### src/rfl_regs.vh
// Register offsets, field positions and timing counts of the regulator fault latches
`ifndef RFL_REGS_VH
`define RFL_REGS_VH
`define RFL_ADDR_RESET_CTRL   8'h18
`define RFL_ADDR_RESET_EVENT  8'h1a
`define RFL_ADDR_CONV_EVENT   8'h1b
`define RFL_ADDR_LINREG_EVENT 8'h1c
`define RFL_ADDR_TOP_SUMMARY  8'h19
`define RFL_BIT_RESET_EVENT   0
`define RFL_BIT_SOFTWARE_RESET_REQUEST      0
`define RFL_BIT_CONV_SUMMARY  5
`define RFL_BIT_LINREG_SUMMARY 6
`define RFL_FLAG_MASK         8'h77
`define RFL_RESET_VALUE       8'h00
`define RFL_CLK_MHZ           250
`define RFL_SHORT_TIME_US     1000
// Clock cycles in the short time at the nominal clock, sized for the 18-bit timer
`define RFL_SHORT_CYCLES      18'd250000
`define RFL_SHORT_CNT_W       18
`endif

### src/rfl_short_timer.v
// Short-circuit qualification timer for one regulator output
`timescale 1ns/1ps
`include "rfl_regs.vh"
module rfl_short_timer #(
   parameter [17:0] SHORT_CYCLES = `RFL_SHORT_CYCLES
) (
   // Clock and reset
   input  wire clk,
   input  wire nrst,
   input  wire clear,
   // Comparator in, qualified event out
   input  wire below_thresh,
   output reg  short_event
);
   reg [17:0] count;

   // Counts unbroken low time; any high sample restarts the count
   always @(posedge clk or negedge nrst) begin
      if (!nrst) begin
         count       <= 18'h00000;
         short_event <= 1'b0;
      end else if (clear || !below_thresh) begin
         count       <= 18'h00000;
         short_event <= 1'b0;
      end else begin
         if (count != SHORT_CYCLES)
            count <= count + 18'h00001;
         // Fires once the low time strictly exceeds the limit
         short_event <= (count == SHORT_CYCLES);
      end
   end
endmodule

### src/rfl_latches.v
// Sticky event latches for supply reset, converters and linear regulators
// Operation
// Undervoltage or software reset sets reset flag
// Reset event clears registers, runs startup
// Reset flag stays until host writes 1
// Converter flags at 0x1B, bits 6:4, 2:0
// Linear regulator flags at 0x1C, same layout
// Short flag after over 1 ms low
// Current limit and power-good events set flags
// Each flag clears only by writing 1; a reset event also returns the event flags to their default
// Converter summary bit follows converter flags
// Linear summary bit follows linear flags
// Software reset bit self-clears after reset
// Set beats simultaneous host clear
//
// Register map seen through the register port
//   0x18 bit 0   software reset request, write only, reads as zero
//   0x19 bit 6   linear regulator summary, read only
//   0x19 bit 5   converter summary, read only
//   0x1a bit 0   reset event flag, write 1 to clear
//   0x1b         converter event flags, write 1 to clear per bit
//   0x1c         linear regulator event flags, write 1 to clear per bit
// Flag bit layout in 0x1b and 0x1c
//   bit 6 power good, bit 5 short, bit 4 current limit of unit 1
//   bit 2 power good, bit 1 short, bit 0 current limit of unit 0
//   bits 7 and 3 are reserved, never set and read as zero
//
// Timing notes
//   A clear write takes effect in the flags at the edge that samples it.
//   Summary bits are computed from the next flag values, so they never
//   lag the flag registers; a read of 0x19 always agrees with 0x1b/0x1c.
//   The short timer needs an unbroken low spell; one high sample restarts it.
//   While a reset cause lasts, the event flags are held at their default and
//   the reset flag is held set, so a host clear in that time has no effect.
`timescale 1ns/1ps
`include "rfl_regs.vh"
module rfl_latches #(
   parameter [17:0] SHORT_CYCLES = `RFL_SHORT_CYCLES
) (
   // Clock and reset
   input  wire       clk,
   input  wire       nrst,
   // Register port from the serial interface
   input  wire       reg_wr,
   input  wire       reg_rd,
   input  wire [7:0] reg_addr,
   input  wire [7:0] reg_wdata,
   output reg  [7:0] reg_rdata,
   // Analog monitors: index 0,1 converters, 2,3 linear regulators
   input  wire       analog_supply_uv,
   input  wire [3:0] power_good_event,
   input  wire [3:0] below_short_thresh,
   input  wire [3:0] current_limit_active,
   // Reset and startup control and summary bits toward the rest of the device
   output reg        regulators_disable,
   output reg        register_reset,
   output reg        startup_start,
   output reg        conv_summary,
   output reg        linreg_summary
);
   reg        reset_event;
   reg [7:0]  conv_flags;
   reg [7:0]  linreg_flags;
   reg        software_reset_request_pend;
   wire [3:0] short_evt;
   wire [7:0] conv_set;
   wire [7:0] linreg_set;
   wire [7:0] conv_clr;
   wire [7:0] linreg_clr;
   wire       rst_clr;
   wire       reset_trigger;
   wire       wr_software_reset_request;
   // Next values of the flags and of the read data
   reg        next_reset_event;
   reg  [7:0] next_conv_flags;
   reg  [7:0] next_linreg_flags;
   reg  [7:0] next_rdata;

   // one timer per regulator
   genvar g;
   generate
      for (g = 0; g < 4; g = g + 1) begin : g_short
         rfl_short_timer #(
            .SHORT_CYCLES (SHORT_CYCLES)
         ) u_timer (
            .clk          (clk),
            .nrst         (nrst),
            .clear        (reset_trigger),
            .below_thresh (below_short_thresh[g]),
            .short_event  (short_evt[g])
         );
      end
   endgenerate

   // converter layout: pg, short, ilim
   assign conv_set   = {1'b0, power_good_event[1], short_evt[1], current_limit_active[1],
                        1'b0, power_good_event[0], short_evt[0], current_limit_active[0]};
   // linear regulator layout
   assign linreg_set = {1'b0, power_good_event[3], short_evt[3], current_limit_active[3],
                        1'b0, power_good_event[2], short_evt[2], current_limit_active[2]};

   // write-one clears per bit
   assign conv_clr   = (reg_wr && reg_addr == `RFL_ADDR_CONV_EVENT) ?
                       (reg_wdata & `RFL_FLAG_MASK) : 8'h00;
   assign linreg_clr = (reg_wr && reg_addr == `RFL_ADDR_LINREG_EVENT) ?
                       (reg_wdata & `RFL_FLAG_MASK) : 8'h00;
   // write one clears reset flag
   assign rst_clr    = reg_wr && reg_addr == `RFL_ADDR_RESET_EVENT &&
                       reg_wdata[`RFL_BIT_RESET_EVENT];
   assign wr_software_reset_request = reg_wr && reg_addr == `RFL_ADDR_RESET_CTRL &&
                        reg_wdata[`RFL_BIT_SOFTWARE_RESET_REQUEST];
   // reset sources
   assign reset_trigger = analog_supply_uv || software_reset_request_pend;

   // set terms are ORed after the clear, so a host clear never drops an event
   always @* begin
      // write one clears the reset flag
      next_reset_event  = reset_event & ~rst_clr;
      // events latch; R8 cleared bits drop
      next_conv_flags   = (conv_flags & ~conv_clr) | conv_set;
      next_linreg_flags = (linreg_flags & ~linreg_clr) | linreg_set;
      // a reset cause overrides any host clear
      if (reset_trigger) begin
         next_reset_event  = 1'b1;
         // event registers return to their default
         next_conv_flags   = `RFL_RESET_VALUE;
         next_linreg_flags = `RFL_RESET_VALUE;
      end
   end

   // reset event wipes flags, requests startup; reset flag kept set
   always @(posedge clk or negedge nrst) begin
      if (!nrst) begin
         reset_event        <= 1'b0;
         conv_flags         <= `RFL_RESET_VALUE;
         linreg_flags       <= `RFL_RESET_VALUE;
         software_reset_request_pend      <= 1'b0;
         regulators_disable <= 1'b0;
         register_reset     <= 1'b0;
         startup_start      <= 1'b0;
      end else begin
         regulators_disable <= reset_trigger;
         register_reset     <= reset_trigger;
         // Startup follows once the reset cause has gone away
         startup_start      <= regulators_disable && !reset_trigger;
         // request bit self-clears after one cycle
         software_reset_request_pend      <= wr_software_reset_request;
         reset_event        <= next_reset_event;
         conv_flags         <= next_conv_flags;
         linreg_flags       <= next_linreg_flags;
      end
   end

   // summaries from next flags, so they never trail the registers
   always @(posedge clk or negedge nrst) begin
      if (!nrst) begin
         conv_summary   <= 1'b0;
         linreg_summary <= 1'b0;
      end else begin
         conv_summary   <= |next_conv_flags;
         linreg_summary <= |next_linreg_flags;
      end
   end

   // Read mux; reserved bits and unmapped addresses read as zero
   always @* begin
      next_rdata = reg_rdata;
      if (reg_rd) begin
         case (reg_addr)
            `RFL_ADDR_RESET_EVENT: begin
               next_rdata = {7'h00, reset_event};
            end
            `RFL_ADDR_CONV_EVENT: begin
               next_rdata = conv_flags;
            end
            `RFL_ADDR_LINREG_EVENT: begin
               next_rdata = linreg_flags;
            end
            // summary bits in the top register
            `RFL_ADDR_TOP_SUMMARY: begin
               next_rdata = {1'b0, linreg_summary, conv_summary, 5'h00};
            end
            default: begin
               next_rdata = 8'h00;
            end
         endcase
      end
   end

   // Read data holds between reads so the host may sample it late
   always @(posedge clk or negedge nrst) begin
      if (!nrst) begin
         reg_rdata <= 8'h00;
      end else begin
         reg_rdata <= next_rdata;
      end
   end
endmodule

### config.mk
export PLATFORM = sky130hd
export DESIGN_NAME = rfl_latches
export DESIGN_NICKNAME = d
export VERILOG_FILES = /design/src/rfl_short_timer.v /design/src/rfl_latches.v
export VERILOG_INCLUDE_DIRS = /design/src
export SDC_FILE = /design/constraint.sdc
export NUM_CORES = 1
export LEC_CHECK = 0
export BUFFER_PORTS_ARGS = -buffer_cell sky130_fd_sc_hd__clkbuf_2
export CORE_ASPECT_RATIO = 1.5
export CORE_UTILIZATION = 54
export CTS_CLUSTER_DIAMETER = 60
export DETAILED_ROUTE_END_ITERATION = 10
export GPL_TIMING_DRIVEN = 0
export PLACE_DENSITY = 0.76
export SYNTH_ARGS = -nofsm -noshare
export SYNTH_HDL_FRONTEND = slang
export SYNTH_SLANG_ARGS = --single-unit
### constraint.sdc
create_clock -name clk -period 1.6 [get_ports clk]
set_input_delay 0.4 -clock clk [delete_from_list [all_inputs] [get_ports clk]]
set_output_delay 0.4 -clock clk [all_outputs]
set_load 0.005 [all_outputs]
==> Yosys cells after proc, flatten, opt, wreduce, memory -nomap -nowiden <==
Index checks and enable logic that the tools add are counted.
{ "totals": {"reg_bits": 106, "word_cells": 83, "in_bits": 33, "out_inout_bits": 13} }
{ "classes": {"n_bitwise": 8, "add_sub_neg": 4, "muxes": 18, "eq_ne": 13, "reduce_logical": 23} }
{ "op_table": {"columns": ["cell", "count"], "rows": [
  ["$mux 18", 8],
  ["$add 18x1->18 const B", 4],
  ["$eq 18x18->1 const B", 4],
  ["$ne 18x18->1 const B", 4],
  ["$eq 8x5->1 const B", 5],
  ["$pmux 8 s4", 1],
  ["$and 8x8->8", 2],
  ["$mux 8", 2],
  ["$not 7->8", 2],
  ["$or 8x7->8", 2],
  ["$reduce_or 8->1", 2],
  ["$mux 7", 2],
  ["$reduce_bool 2->1", 4],
  ["$logic_and 1x1->1", 7],
  ["$logic_not 1->1", 5],
  ["$logic_or 1x1->1", 5],
  ["$mux 1", 5],
  ["$and 1x1->1", 1],
  ["$not 1->1", 1]
]} }

==> Logic depth before layout (Yosys ltp) <==
Gate-level depths: netlist of the first run.
{ "logic_depth": {"depth_word": 8, "ltp_mapped": 6, "mapped_depth_nobuf": 6} }

==> Cells and area by module <==
Synthesis of the first run repeated with hierarchy kept, for this count alone.
{ "hier_totals": {"cells_unflattened": 573, "area_unflattened_um2": 5520.3} }
{ "by_module_without_submodules": {"columns": ["module", "seq_area_each_um2", "cells_per_inst", "n_inst", "area_each_um2"], "rows": [
  ["rfl_short_timer", 475.5, 105, 4, 1001.0],
  ["rfl_latches", 750.7, 153, 1, 1516.5]
]} }

==> Least setup slack after synthesis of the first run <==
OpenSTA, ideal clock, no wires.
{ "synth_timing": {"path_type": "input-to-reg", "from": "input port reg_addr[2]", "to": "register linreg_summary", "cell_stages": 6, "t_arrival_ps": 1606, "slack_ps": -147, "required_ps": 1459, "path_cell_list": "clkbuf_2 > nor3b_1 > buf_2 > a41oi_1 > o41ai_1 > nand4b_1"} }
{ "synth_via": {"elab_chain_len": 8} }
{ "synth_lines": {"columns": ["element", "line_no", "text"], "rows": [
  ["start: declaration", "rfl_latches.v:46", "input wire [7:0] reg_addr,"],
  ["$eq 8x5->1", null, null],
  ["$logic_and 1x1->1 (no source line)", null, null],
  ["$mux 7", "rfl_latches.v:105", "assign linreg_clr = (reg_wr && reg_addr == `RFL_ADDR_LINREG_EVENT) ?"],
  ["$not 7->8", "rfl_latches.v:121", "next_linreg_flags = (linreg_flags & ~linreg_clr) | linreg_set;"],
  ["$and 8x8->8", "rfl_latches.v:121", null],
  ["$or 8x7->8", "rfl_latches.v:121", null],
  ["$mux 8", "rfl_latches.v:123", "if (reset_trigger) begin"],
  ["$reduce_or 8->1", "rfl_latches.v:161", "linreg_summary <= |next_linreg_flags;"],
  ["end signal: assignment", "rfl_latches.v:161", null],
  ["end: declaration", "rfl_latches.v:59", "output reg linreg_summary"]
]} }
No other way between the ends.
A chain may end at the register's enable or synchronous reset.

==> Worst setup path after layout of the first run <==
{ "layout_timing": {"from": "register g_short[0].u_timer.count[14]", "to": "register g_short[0].u_timer.count[1]"} }
{ "layout_via": {"elab_chain_len": 2} }
{ "layout_lines": {"columns": ["element", "line_no", "text"], "rows": [
  ["start: declaration", "rfl_short_timer.v:15", "reg [17:0] count;"],
  ["start signal: assignment", "rfl_short_timer.v:27", "count <= count + 18'h00001;"],
  ["$ne 18x18->1", "rfl_short_timer.v:26", "if (count != SHORT_CYCLES)"],
  ["$reduce_bool 2->1 (no source line)", null, null]
]} }
No other way between the ends.

==> impl_results.md, run 1 <==
- Int Power: 4040 µW
- Startpoint types: flip-flop
- Tcrit/Tclk final: 1.10
- Status: finished, violations left
- Area leader, netlist: dfrtp_1
- Post-synthesis sequential area ratio: 0.477
- Max-slew violation count: 0
- Finished Layout Cells: 803
- Crit Path Max Fanout: 4
- Fmax: 569 MHz
- Pwr dens: 758 mW/mm²
- Crit-path leading delay family: simple AND/OR/NAND/NOR gates
- Hold Violations, Final: 0
- Placed cells: 755
- Max Root-Sink Buffers: 2
- Clk sink count: 106
- # diodes: 0
- Cell row count: 45
- Post-synth EDFFs: 0
- Crit-path max cell delay: 510 ps
- CTS root buf: clkbuf_16
- Commonest cells after routing, fill and taps aside: 83 x dfrtp_1, 73 x nor2_1, 40 x clkbuf_2
- Peak supply drop: 0.524 mV
- P_sw: 1230 µW
- Clock Latency Late Sink: 350 ps
- Area of the core: 0.0101 mm²
- Chip Height: 126 µm
- Routed WL per cell: 17.4 µm
- Mapped Area: 0.00556 mm²
- Setup Skew: 6.43 ps
- Via density: 6.12
- CTS tree: built
- Fill cell count: 757
- Crit path capture type: flip-flop
- Grt total ovfl: 0
- Unique masters post-synth: 55
- Worst-path clk slew: 70 ps
- Combinational power share: 0.073
- RSZ-0062 raised after global routing: yes
- Via count: 4912
- DIE AREA: 0.0107 mm²
- #FFs+latches synth: 106
- Iteration count of the initial detailed-routing pass: 8
- P_leak: 0.00283 µW
- Synth top area share: 0.477
- Critical path class: flip-flop to flip-flop
- Port bufs: 40
- Ratio of cells with drive above 1 in the final layout: 0.308
- CP required: 1820 ps
- I/O Pins: 46
- Max Cap Viol: 0
- WHS: 105 ps
- CTS H-tree lvls: 3
- Hpwl dp: 8790 µm
- # setup viols final: 7
- Final Critical Period: 1760 ps
- WP buf/inv: 0
- Post-Synthesis Cells: 597
- Sequential Area: 0.00268 mm²
- GP Congestion: 0.855
- Clock power share: 0.408
- Worst-Margin Slew: 810 ps
- Final instance area: 0.00696 mm²
- Type of the worst min-delay path: input port to async pin
- Starting Density: 0.552
- Synthesized Nets: 638
- Flop pwr share: 0.519
- Main synth FF type: dfrtp_1
- Avg Cell Area, Syn: 9.31 µm²
- Commonest non-fill, non-tap cell in the layout: dfrtp_1
- Largest net degree at the start of global routing: 62
- TritonCTS Buffers: 9
- DR iter-0 viols: 314
- Tot GR Track Use: 0.250
- Failing checks: DRC, setup timing
- Worst-path cell chain: nor4bb_1 -> nand4_1 -> o21ai_1 -> a21oi_1
- Synth Warn #: 0
- Area after DPL: 0.00595 mm²
- Layout Area Growth over Synthesis: 25.2%
- Rel. slew slack: 0.460
- # nets final: 722
- CP max-delay cell: nor4bb_1
- Die X: 84.8 µm
- Total Power: 5270 µW
- First-pass GRT wire length: 21600 µm
- Synth area leaders: dfrtp_1 48%, nor2_1 5.0%, nand3_1 3.1%, xor2_1 3.0%, a21oi_1 3.0%
- Synth async-reset ratio: 1.00
- Initial antenna violation count: 0
- Drt drc: 4
- Final WL: 14000 µm
- Area of the multi-input gates: 0.00312 mm²
- Vias in the first global route: 4786
- PnR worst setup slack: -156 ps
- Number of routed nets with antenna violations: 0
- CP arrival: 1980 ps
- Net Sw Frac: 0.234
[power by group through the flow]
stage	clock network, µW	registers, µW	logic, µW
final	2150	2730	385
after global routing	2250	2740	424
after CTS	2170	2730	341
after detailed placement	0	2780	325
after global placement	0	2780	307
after floorplan	0	2780	160
[flip-flops by register name, indices dropped and copies added (netlist names)]
register                     flops
conv_flags                       8
linreg_summary                   1
software_reset_request_pend      1
reset_event                      1
g_short.u_timer.short_event      4
register_reset                   1
conv_summary                     1
linreg_flags                     8
g_short.u_timer.count           72
reg_rdata                        8
startup_start                    1
[worst register-to-register path, delay by kind of cell (launching register included)]
| family | cells | cell delay [ps] |
|---|---|---|
| flip-flops | 1 | 420 |
| AO/OA/AOI/OAI | 2 | 340 |
| AND/OR/NAND/NOR | 2 | 880 |
[per-stage QoR]
stage	TNS [ps]	util	worst slack (ps)
finish	-649	0.690	-156
CTS	-395	0.639	-157
global route	-1730	0.690	-191
detailed placement	-12920	0.591	-454
floorplan	-178	-	-71.0
global placement	-141790	0.588	-1240
[layer usage]
metal,track usage,up-vias,share of wire
met5,0,-,0
met4,0.114,0,0.022
met3,0.0347,28,0.033
met2,0.456,142,0.55
met1,0.288,2437,0.39
li1,-,2305,-
[path summary, 6_finish.rpt]
path | cells after the start | slack [ps] | startpoint | end
worst max-delay path | 4 | -160 | g_short[0].u_timer.count[14]$_DFFE_PN0N_ | g_short[0].u_timer.count[1]$_DFFE_PN0N_
worst min-delay path | 1 | 100 | nrst | g_short[1].u_timer.count[13]$_DFFE_PN0N_
worst max register to register | 4 | -160 | g_short[0].u_timer.count[14]$_DFFE_PN0N_ | g_short[0].u_timer.count[1]$_DFFE_PN0N_
worst min register to register | 1 | 520 | register_reset$_DFF_PN0_ | startup_start$_DFF_PN0_
max in group asynchronous | 2 | 760 | nrst | g_short[0].u_timer.count[0]$_DFFE_PN0N_
min in group clk | 3 | 310 | current_limit_active[1] | conv_flags[4]$_DFF_PN0_
[cell families after synthesis]
kind of cell | synth area share
DFF | 0.477
buffers and inverters | 0.0389
adders and majority gates | 0.0180
xor gates and xnor gates | 0.0583
AOI/OAI and AO/OA | 0.106
muxes | 0.0108
and+or+nand+nor | 0.291
[final cells by class]
type / instances / area share
tap: 117 / 0.0210
clock inverter: 4 / 0.00360
sequential: 106 / 0.385
inverter: 30 / 0.0162
clock buffer: 12 / 0.0383
buffer: 16 / 0.0155
timing repair buffer: 77 / 0.0719
multi-input combinational: 441 / 0.448
[Yosys cell counts (4+ instances only)]
| cell | n |
|---|---|
| o41ai_1 | 6 |
| nor4bb_1 | 6 |
| nand3_1 | 34 |
| clkbuf_1 | 10 |
| a22oi_1 | 5 |
| xor2_1 | 19 |
| and3_1 | 18 |
| inv_1 | 30 |
| o31ai_1 | 8 |
| nand2b_1 | 5 |
| dfrtp_1 | 106 |
| o21ai_0 | 20 |
| nor4b_1 | 7 |
| nand2_1 | 38 |
| nor4_1 | 7 |
| nand4_1 | 21 |
| mux2i_1 | 6 |
| o22ai_1 | 8 |
| a41oi_1 | 8 |
| nor3_1 | 22 |
| buf_2 | 5 |
| a21oi_1 | 33 |
| or3_1 | 6 |
| xnor2_1 | 18 |
| and2_1 | 16 |
| or2_2 | 4 |
| nor2_1 | 74 |
| ha_1 | 8 |
| and4_1 | 5 |
| or4_1 | 9 |
[what timing repair did]
item,4_1_cts,5_1_grt
setup buffers,4,31
hold buffers,0,0
setup endpoints to repair,58,70
cloned,0,1
gates resized for setup,44,91
pin swaps,3,30
Note: power is estimated with default switching activity, not from simulation.
==> inputs of run 2 (changes only) <==
CELL_PAD_IN_SITES_DETAIL_PLACEMENT = 1   (was default)
CELL_PAD_IN_SITES_GLOBAL_PLACEMENT = 1   (was default)
CORE_UTILIZATION = 42   (was 54)
PLACE_DENSITY = default   (was 0.76)
PLACE_DENSITY_LB_ADDON = 0.1   (was default)
==> run 2 against run 1 <==
The flow finishes with violations (setup timing). Utilization down 14 points. Flip-flop and latch count unchanged. Clock power increased by 12%. First-iteration DRC count fell by 68%. Wire length grew 13%. Total power increased by 5.2%. Fmax is 3.2% higher. Design area increased by 2.7%. Clock-buffer cell count shrank 2. Critical path depth rose by 1. Global-route usage fell by 1.5 points. Cell count up 5.9%. Largest power group unchanged.
==> impl_results.md, run 2 (same netlist as run 1, synthesis figures left out) <==
- First-pass GRT wire length: 24900 µm (+15%)
- Commonest cells after routing, fill and taps aside: 79 x dfrtp_1, 73 x nor2_1, 45 x buf_4
- Start of the worst register-to-register path: g_short[1].u_timer.count[1]$_DFFE_PN0N_
- # setup viols final: 3 (-4)
- Pwr dens: 776 mW/mm² (+2.4%)
- Worst-Margin Slew: 904 ps (+94.7 ps)
- Final core occ: 0.552 (-0.139)
- Ratio of cells with drive above 1 in the final layout: 0.323 (+0.0151)
- Max Root-Sink Buffers: 2 (unchanged)
- Crit Path Max Fanout: 4 (unchanged)
- Rel. slew slack: 0.397 (-0.0626)
- TritonCTS Buffers: 9 (unchanged)
- PnR worst setup slack: -102 ps (+53.7 ps)
- Area of the multi-input gates: 0.00319 mm² (+2.2%)
- P_leak: 0.00286 µW (+0.99%)
- Drt drc: 0 (-4)
- Tot GR Track Use: 0.235 (-0.0148)
- R2R setup slack: -100 ps (+50 ps)
- R2R cell count: 5 (+1)
- CP arrival: 1980 ps (about the same)
- Worst R2R End: g_short[1].u_timer.count[16]$_DFFE_PN0N_
- Max-slew violation count: 0 (unchanged)
- Startpoint types: flip-flop
- Via density: 5.76 (-5.8%)
- Placed cells: 796 (+5.4%)
- Initial antenna violation count: 0 (unchanged)
- Status: finished, violations left
- I/O Pins: 46 (unchanged)
- Cell row count: 51 (+13%)
- Die X: 95.9 µm (+13%)
- Critical path class: flip-flop to flip-flop
- CTS root buf: clkbuf_16
- Hpwl dp: 10400 µm (+18%)
- Grt total ovfl: 0 (unchanged)
- Hold Violations, Final: 0 (unchanged)
- DR iter-0 viols: 102 (-68%)
- CTS tree: built
- Peak supply drop: 0.610 mV (+16%)
- Final WL: 15800 µm (+13%)
- Layout Area Growth over Synthesis: 28.6%
- Iteration count of the initial detailed-routing pass: 4 (-4)
- Vias in the first global route: 5102 (+6.6%)
- Clock Latency Late Sink: 350 ps (about the same)
- Worst-path clk slew: 70 ps (about the same)
- Failing checks: setup timing
- GP Congestion: 0.813 (-4.9%)
- Clk sink count: 106 (unchanged)
- Max Cap Viol: 0 (unchanged)
- Total Power: 5550 µW (+5.2%)
- Type of the worst min-delay path: input port to async pin
- RSZ-0062 raised after global routing: yes
- Largest net degree at the start of global routing: 107 (+73%)
- Sequential Area: 0.00269 mm² (+0.19%)
- Routed WL per cell: 18.6 µm (+7.2%)
- Pre-CTS WS: -637 ps (-182 ps)
- Starting Density: 0.429 (-0.122)
- Largest Register: g_short.u_timer.count
- Finished Layout Cells: 850 (+5.9%)
- Commonest non-fill, non-tap cell in the layout: dfrtp_1
- Fmax: 587 MHz (+3.2%)
- WHS: 132 ps (+27.4 ps)
- Hold Buf Count CTS: 0 (unchanged)
- Port bufs: 40 (unchanged)
- # diodes: 0 (unchanged)
- Number of routed nets with antenna violations: 0 (unchanged)
- CP required: 1870 ps (+50 ps)
- # nets final: 727 (+0.69%)
- Chip Height: 143 µm (+13%)
- Area of the core: 0.0130 mm² (+29%)
- Tcrit/Tclk final: 1.06 (-0.0336)
- DIE AREA: 0.0137 mm² (+28%)
- Crit path capture type: flip-flop
- Fill cell count: 1446 (+91%)
- Via count: 4896 (-0.33%)
- Final Critical Period: 1700 ps (-53.7 ps)
- Max reg flops: 72 (unchanged)
- Setup Skew: 10.7 ps (+4.25 ps)
- CTS H-tree lvls: 3 (unchanged)
-- run 2: through the flow --
step / cell area [µm²] / setup TNS (ps)
after global routing: 7150 / -921
after floorplan: 5580 / -178
after global placement: 5980 / -167400
after detailed placement: 5990 / -19160
after CTS: 6660 / -458
final: 7150 / -126
-- run 2: timing repair --
| item | 4_1_cts | 5_1_grt |
|---|---|---|
| pin swaps | 12 | 25 |
| resized for setup | 57 | 88 |
| endpoints found under the hold margin | 0 | 0 |
| setup buffers | 15 | 28 |
| endpoints found under the setup margin | 70 | 38 |
-- run 2: cell type report --
class	instances	share of cell area
buffer	16	0.0152
clock buffer	10	0.0320
clock inverter	6	0.0126
inverter	30	0.0158
multi-input combinational	441	0.446
sequential	106	0.376
tap	159	0.0278
timing repair buffer	82	0.0751
-- run 2: worst max path at each step --
stage / startpoint / to / depth (start not counted) / slack (ps)
2_1_floorplan: g_short[1].u_timer.count[1]$_DFFE_PN0N_ / g_short[1].u_timer.count[16]$_DFFE_PN0N_ / 5 / -70
3_3_place_gp: nrst / g_short[0].u_timer.count[7]$_DFFE_PN0N_ / 1 / -1440
3_5_place_dp: reg_addr[2] / linreg_summary$_DFF_PN0_ / 6 / -640
4_1_cts: g_short[1].u_timer.count[0]$_DFFE_PN0N_ / g_short[1].u_timer.count[16]$_DFFE_PN0N_ / 5 / -170
5_1_grt: g_short[1].u_timer.count[3]$_DFFE_PN0N_ / g_short[1].u_timer.count[16]$_DFFE_PN0N_ / 4 / -150
6_report: g_short[1].u_timer.count[1]$_DFFE_PN0N_ / g_short[1].u_timer.count[16]$_DFFE_PN0N_ / 5 / -100
-- run 2: metal layers --
metal | global-route usage | part of all wire | routed length, µm
met5 | 0 | 0 | 0
met4 | 0.0951 | 0.021 | 333
met3 | 0.0202 | 0.013 | 209
met2 | 0.445 | 0.57 | 9100
met1 | 0.264 | 0.39 | 6200
-- run 2: worst max-delay path: stages, from the launching register on --
cell     delay (ps)
dfrtp_1         410
ha_4            180
nand2_4          60
or3_4           360
or4_4           490
a21oi_2         130
-- run 2: power by group --
group / internal (µW) / total [µW] / switching, µW
registers: 2710 / 2730 / 27.1
logic: 154 / 406 / 252
clock network: 1380 / 2410 / 1030
==> inputs of run 3 (changes only) <==
clock period = 1.4 ns   (was 1.6 ns; I/O delays follow)
==> run 3 against run 2 <==
The flow still finishes with violations (setup timing). Combinational power is 37% higher. Sequential share of layout area is 4.4 points lower. Worst setup slack got worse by 190 ps. Critical path depth is the same. Clock skew shrank 0.91 ps. Non-clock buffer count grew 50. Via count is 5.9% higher. Register-to-register slack worse by 190 ps. Total power grew 17%. Critical path type unchanged. Flip-flop and latch count is the same.
==> impl_results.md, run 3 (same netlist as run 1, synthesis figures left out) <==
- Rel. slew slack: 0.414 (+0.0167)
- Hold Buf Count CTS: 0 (unchanged)
- CTS tree: built
- Hpwl dp: 10200 µm (-1.7%)
- Grt total ovfl: 0 (unchanged)
- Cell row count: 51 (unchanged)
- Worst-Margin Slew: 879 ps (-25.1 ps)
- Via count: 5184 (+5.9%)
- Worst-path clk slew: 70 ps (about the same)
- DIE AREA: 0.0137 mm² (unchanged)
- Finished Layout Cells: 900 (+5.9%)
- M1 GR Usage: 0.276 (+0.0122)
- Vias in the first global route: 5180 (+1.5%)
- Drt drc: 0 (unchanged)
- Placed cells: 796 (unchanged)
- Max-slew violation count: 0 (unchanged)
- Layout Area Growth over Synthesis: 45.6%
- Chip Height: 143 µm (unchanged)
- CP max-delay cell: or4_4
- Max reg flops: 72 (unchanged)
- # diodes: 0 (unchanged)
- Setup Skew: 9.77 ps (-0.906 ps)
- Tcrit/Tclk final: 1.21 (+0.143)
- Max Cap Viol: 0 (unchanged)
- TritonCTS Buffers: 9 (unchanged)
- I/O Pins: 46 (unchanged)
- Clk sink count: 106 (unchanged)
- PnR worst setup slack: -290 ps (-188 ps)
- Tot GR Track Use: 0.240 (+0.00493)
- Status: finished, violations left
- Area of the core: 0.0130 mm² (unchanged)
- Max Root-Sink Buffers: 2 (unchanged)
- Starting Density: 0.429 (unchanged)
- Met2 GRT Util: 0.445 (unchanged)
- Port bufs: 40 (unchanged)
- Peak supply drop: 0.512 mV (-16%)
- DR iter-0 viols: 187 (+83%)
- Largest Register: g_short.u_timer.count
- CTS root buf: clkbuf_16
- Failing checks: setup timing
- Setup TNS: -6800 ps (-6680 ps)
- Hold Violations, Final: 0 (unchanged)
- Final core occ: 0.625 (+0.0728)
- Crit path capture type: flip-flop
- Via density: 5.76 (unchanged)
- Type of the worst min-delay path: input port to async pin
- Top Usage Layer GRT: met2
- Die X: 95.9 µm (unchanged)
- Largest net degree at the start of global routing: 107 (unchanged)
- CTS H-tree lvls: 3 (unchanged)
- CP arrival: 1970 ps (about the same)
- Iteration count of the initial detailed-routing pass: 4 (unchanged)
- Initial antenna violation count: 0 (unchanged)
- Worst-path cell chain: ha_4 -> nand2_4 -> or3_4 -> or4_4 -> a21oi_2
- # nets final: 777 (+6.9%)
- P_leak: 0.00330 µW (+15%)
- Clock Latency Late Sink: 350 ps (about the same)
- Critical path class: flip-flop to flip-flop
- Commonest non-fill, non-tap cell in the layout: dfrtp_1
- Crit Path Max Fanout: 4 (unchanged)
- RSZ-0062 raised after global routing: yes
- Crit-path max cell delay: 490 ps (about the same)
- Pwr dens: 802 mW/mm² (+3.4%)
- Final Critical Period: 1690 ps (-12.1 ps)
- Number of routed nets with antenna violations: 0 (unchanged)
- Routed WL per cell: 20.7 µm (+11%)
- Met3 usage: 0.0282 (+0.00799)
- Ratio of cells with drive above 1 in the final layout: 0.441 (+0.119)
- # setup viols final: 50 (+47)
- Startpoint types: flip-flop
- Commonest cells after routing, fill and taps aside: 80 x dfrtp_1, 73 x nor2_1, 69 x buf_4
- First-pass GRT wire length: 25200 µm (+1.2%)
- CP required: 1680 ps (-190 ps)
- GP Congestion: 0.824 (+1.4%)
- Pre-CTS WS: -552 ps (+85.1 ps)
- Total Power: 6490 µW (+17%)
- Final WL: 18600 µm (+18%)
- Fmax: 592 MHz (+0.71%)
-- run 3: cell count changes in the layout (fill, tap and decap cells not counted), sizes merged --
| cell | change |
|---|---|
| clkbuf | -4 |
| buf | +55 |
| clkinv | -1 |
-- run 3: path summary, 6_finish.rpt --
check                                                      endpoint  depth (start not counted)  slack, ps                                    start
hold / removal             g_short[1].u_timer.count[10]$_DFFE_PN0N_                          1         90                                     nrst
max in group asynchronous   g_short[3].u_timer.count[9]$_DFFE_PN0N_                          1        640                                     nrst
hold reg to reg                             startup_start$_DFF_PN0_                          1        520                 register_reset$_DFF_PN0_
setup reg to reg           g_short[1].u_timer.count[16]$_DFFE_PN0N_                          5       -290  g_short[1].u_timer.count[1]$_DFFE_PN0N_
setup / recovery           g_short[1].u_timer.count[16]$_DFFE_PN0N_                          5       -290  g_short[1].u_timer.count[1]$_DFFE_PN0N_
min in group clk                          linreg_flags[6]$_DFF_PN0_                          3        250                      power_good_event[3]
-- run 3: report_power, final --
group	internal [µW]	switching (µW)	total, µW	leakage, µW
clock	1630	1180	2810	0.000156
sequential	3090	30.7	3130	0.00141
combinational	233	323	555	0.00174
-- run 3: routing by layer --
metal,vias up,share of wire
met5,-,0
met4,0,0.026
met3,39,0.021
met2,83,0.57
met1,2649,0.39
li1,2413,-
-- run 3: what timing repair did --
| action | CTS | global route |
|---|---|---|
| setup endpoints to repair | 93 | 75 |
| buffers inserted | 47 | 46 |
| pin swaps | 51 | 74 |
| gates resized for setup | 119 | 119 |
| endpoints found under the hold margin | 0 | 0 |
-- run 3: critical path: cells and delay by family, from the launching register on --
kind	cells	cell delay, ps
simple gates	3	900
compound gates	1	130
fa+ha+maj	1	190
flops	1	410
-- run 3: cell type report --
| class | count | area [µm²] |
|---|---|---|
| clock buffers | 11 | 243 |
| clock inverters | 5 | 85.1 |
| fillers | 1394 | 4860 |
| inverters | 30 | 118 |
| flip-flops and latches | 106 | 2690 |
| multi-input cells | 441 | 3570 |
| well taps | 159 | 199 |
| plain buffers | 16 | 158 |
| repair buffers | 132 | 1040 |
-- run 3: per-stage QoR --
| step | hold slack (ps) | instance area, µm² |
|---|---|---|
| finish | 92.5 | 8090 |
| global route | 174 | 8090 |
| detailed placement | 513 | 6170 |
| CTS | 152 | 7330 |
| global placement | 497 | 6160 |
| floorplan | 54.4 | 5760 |
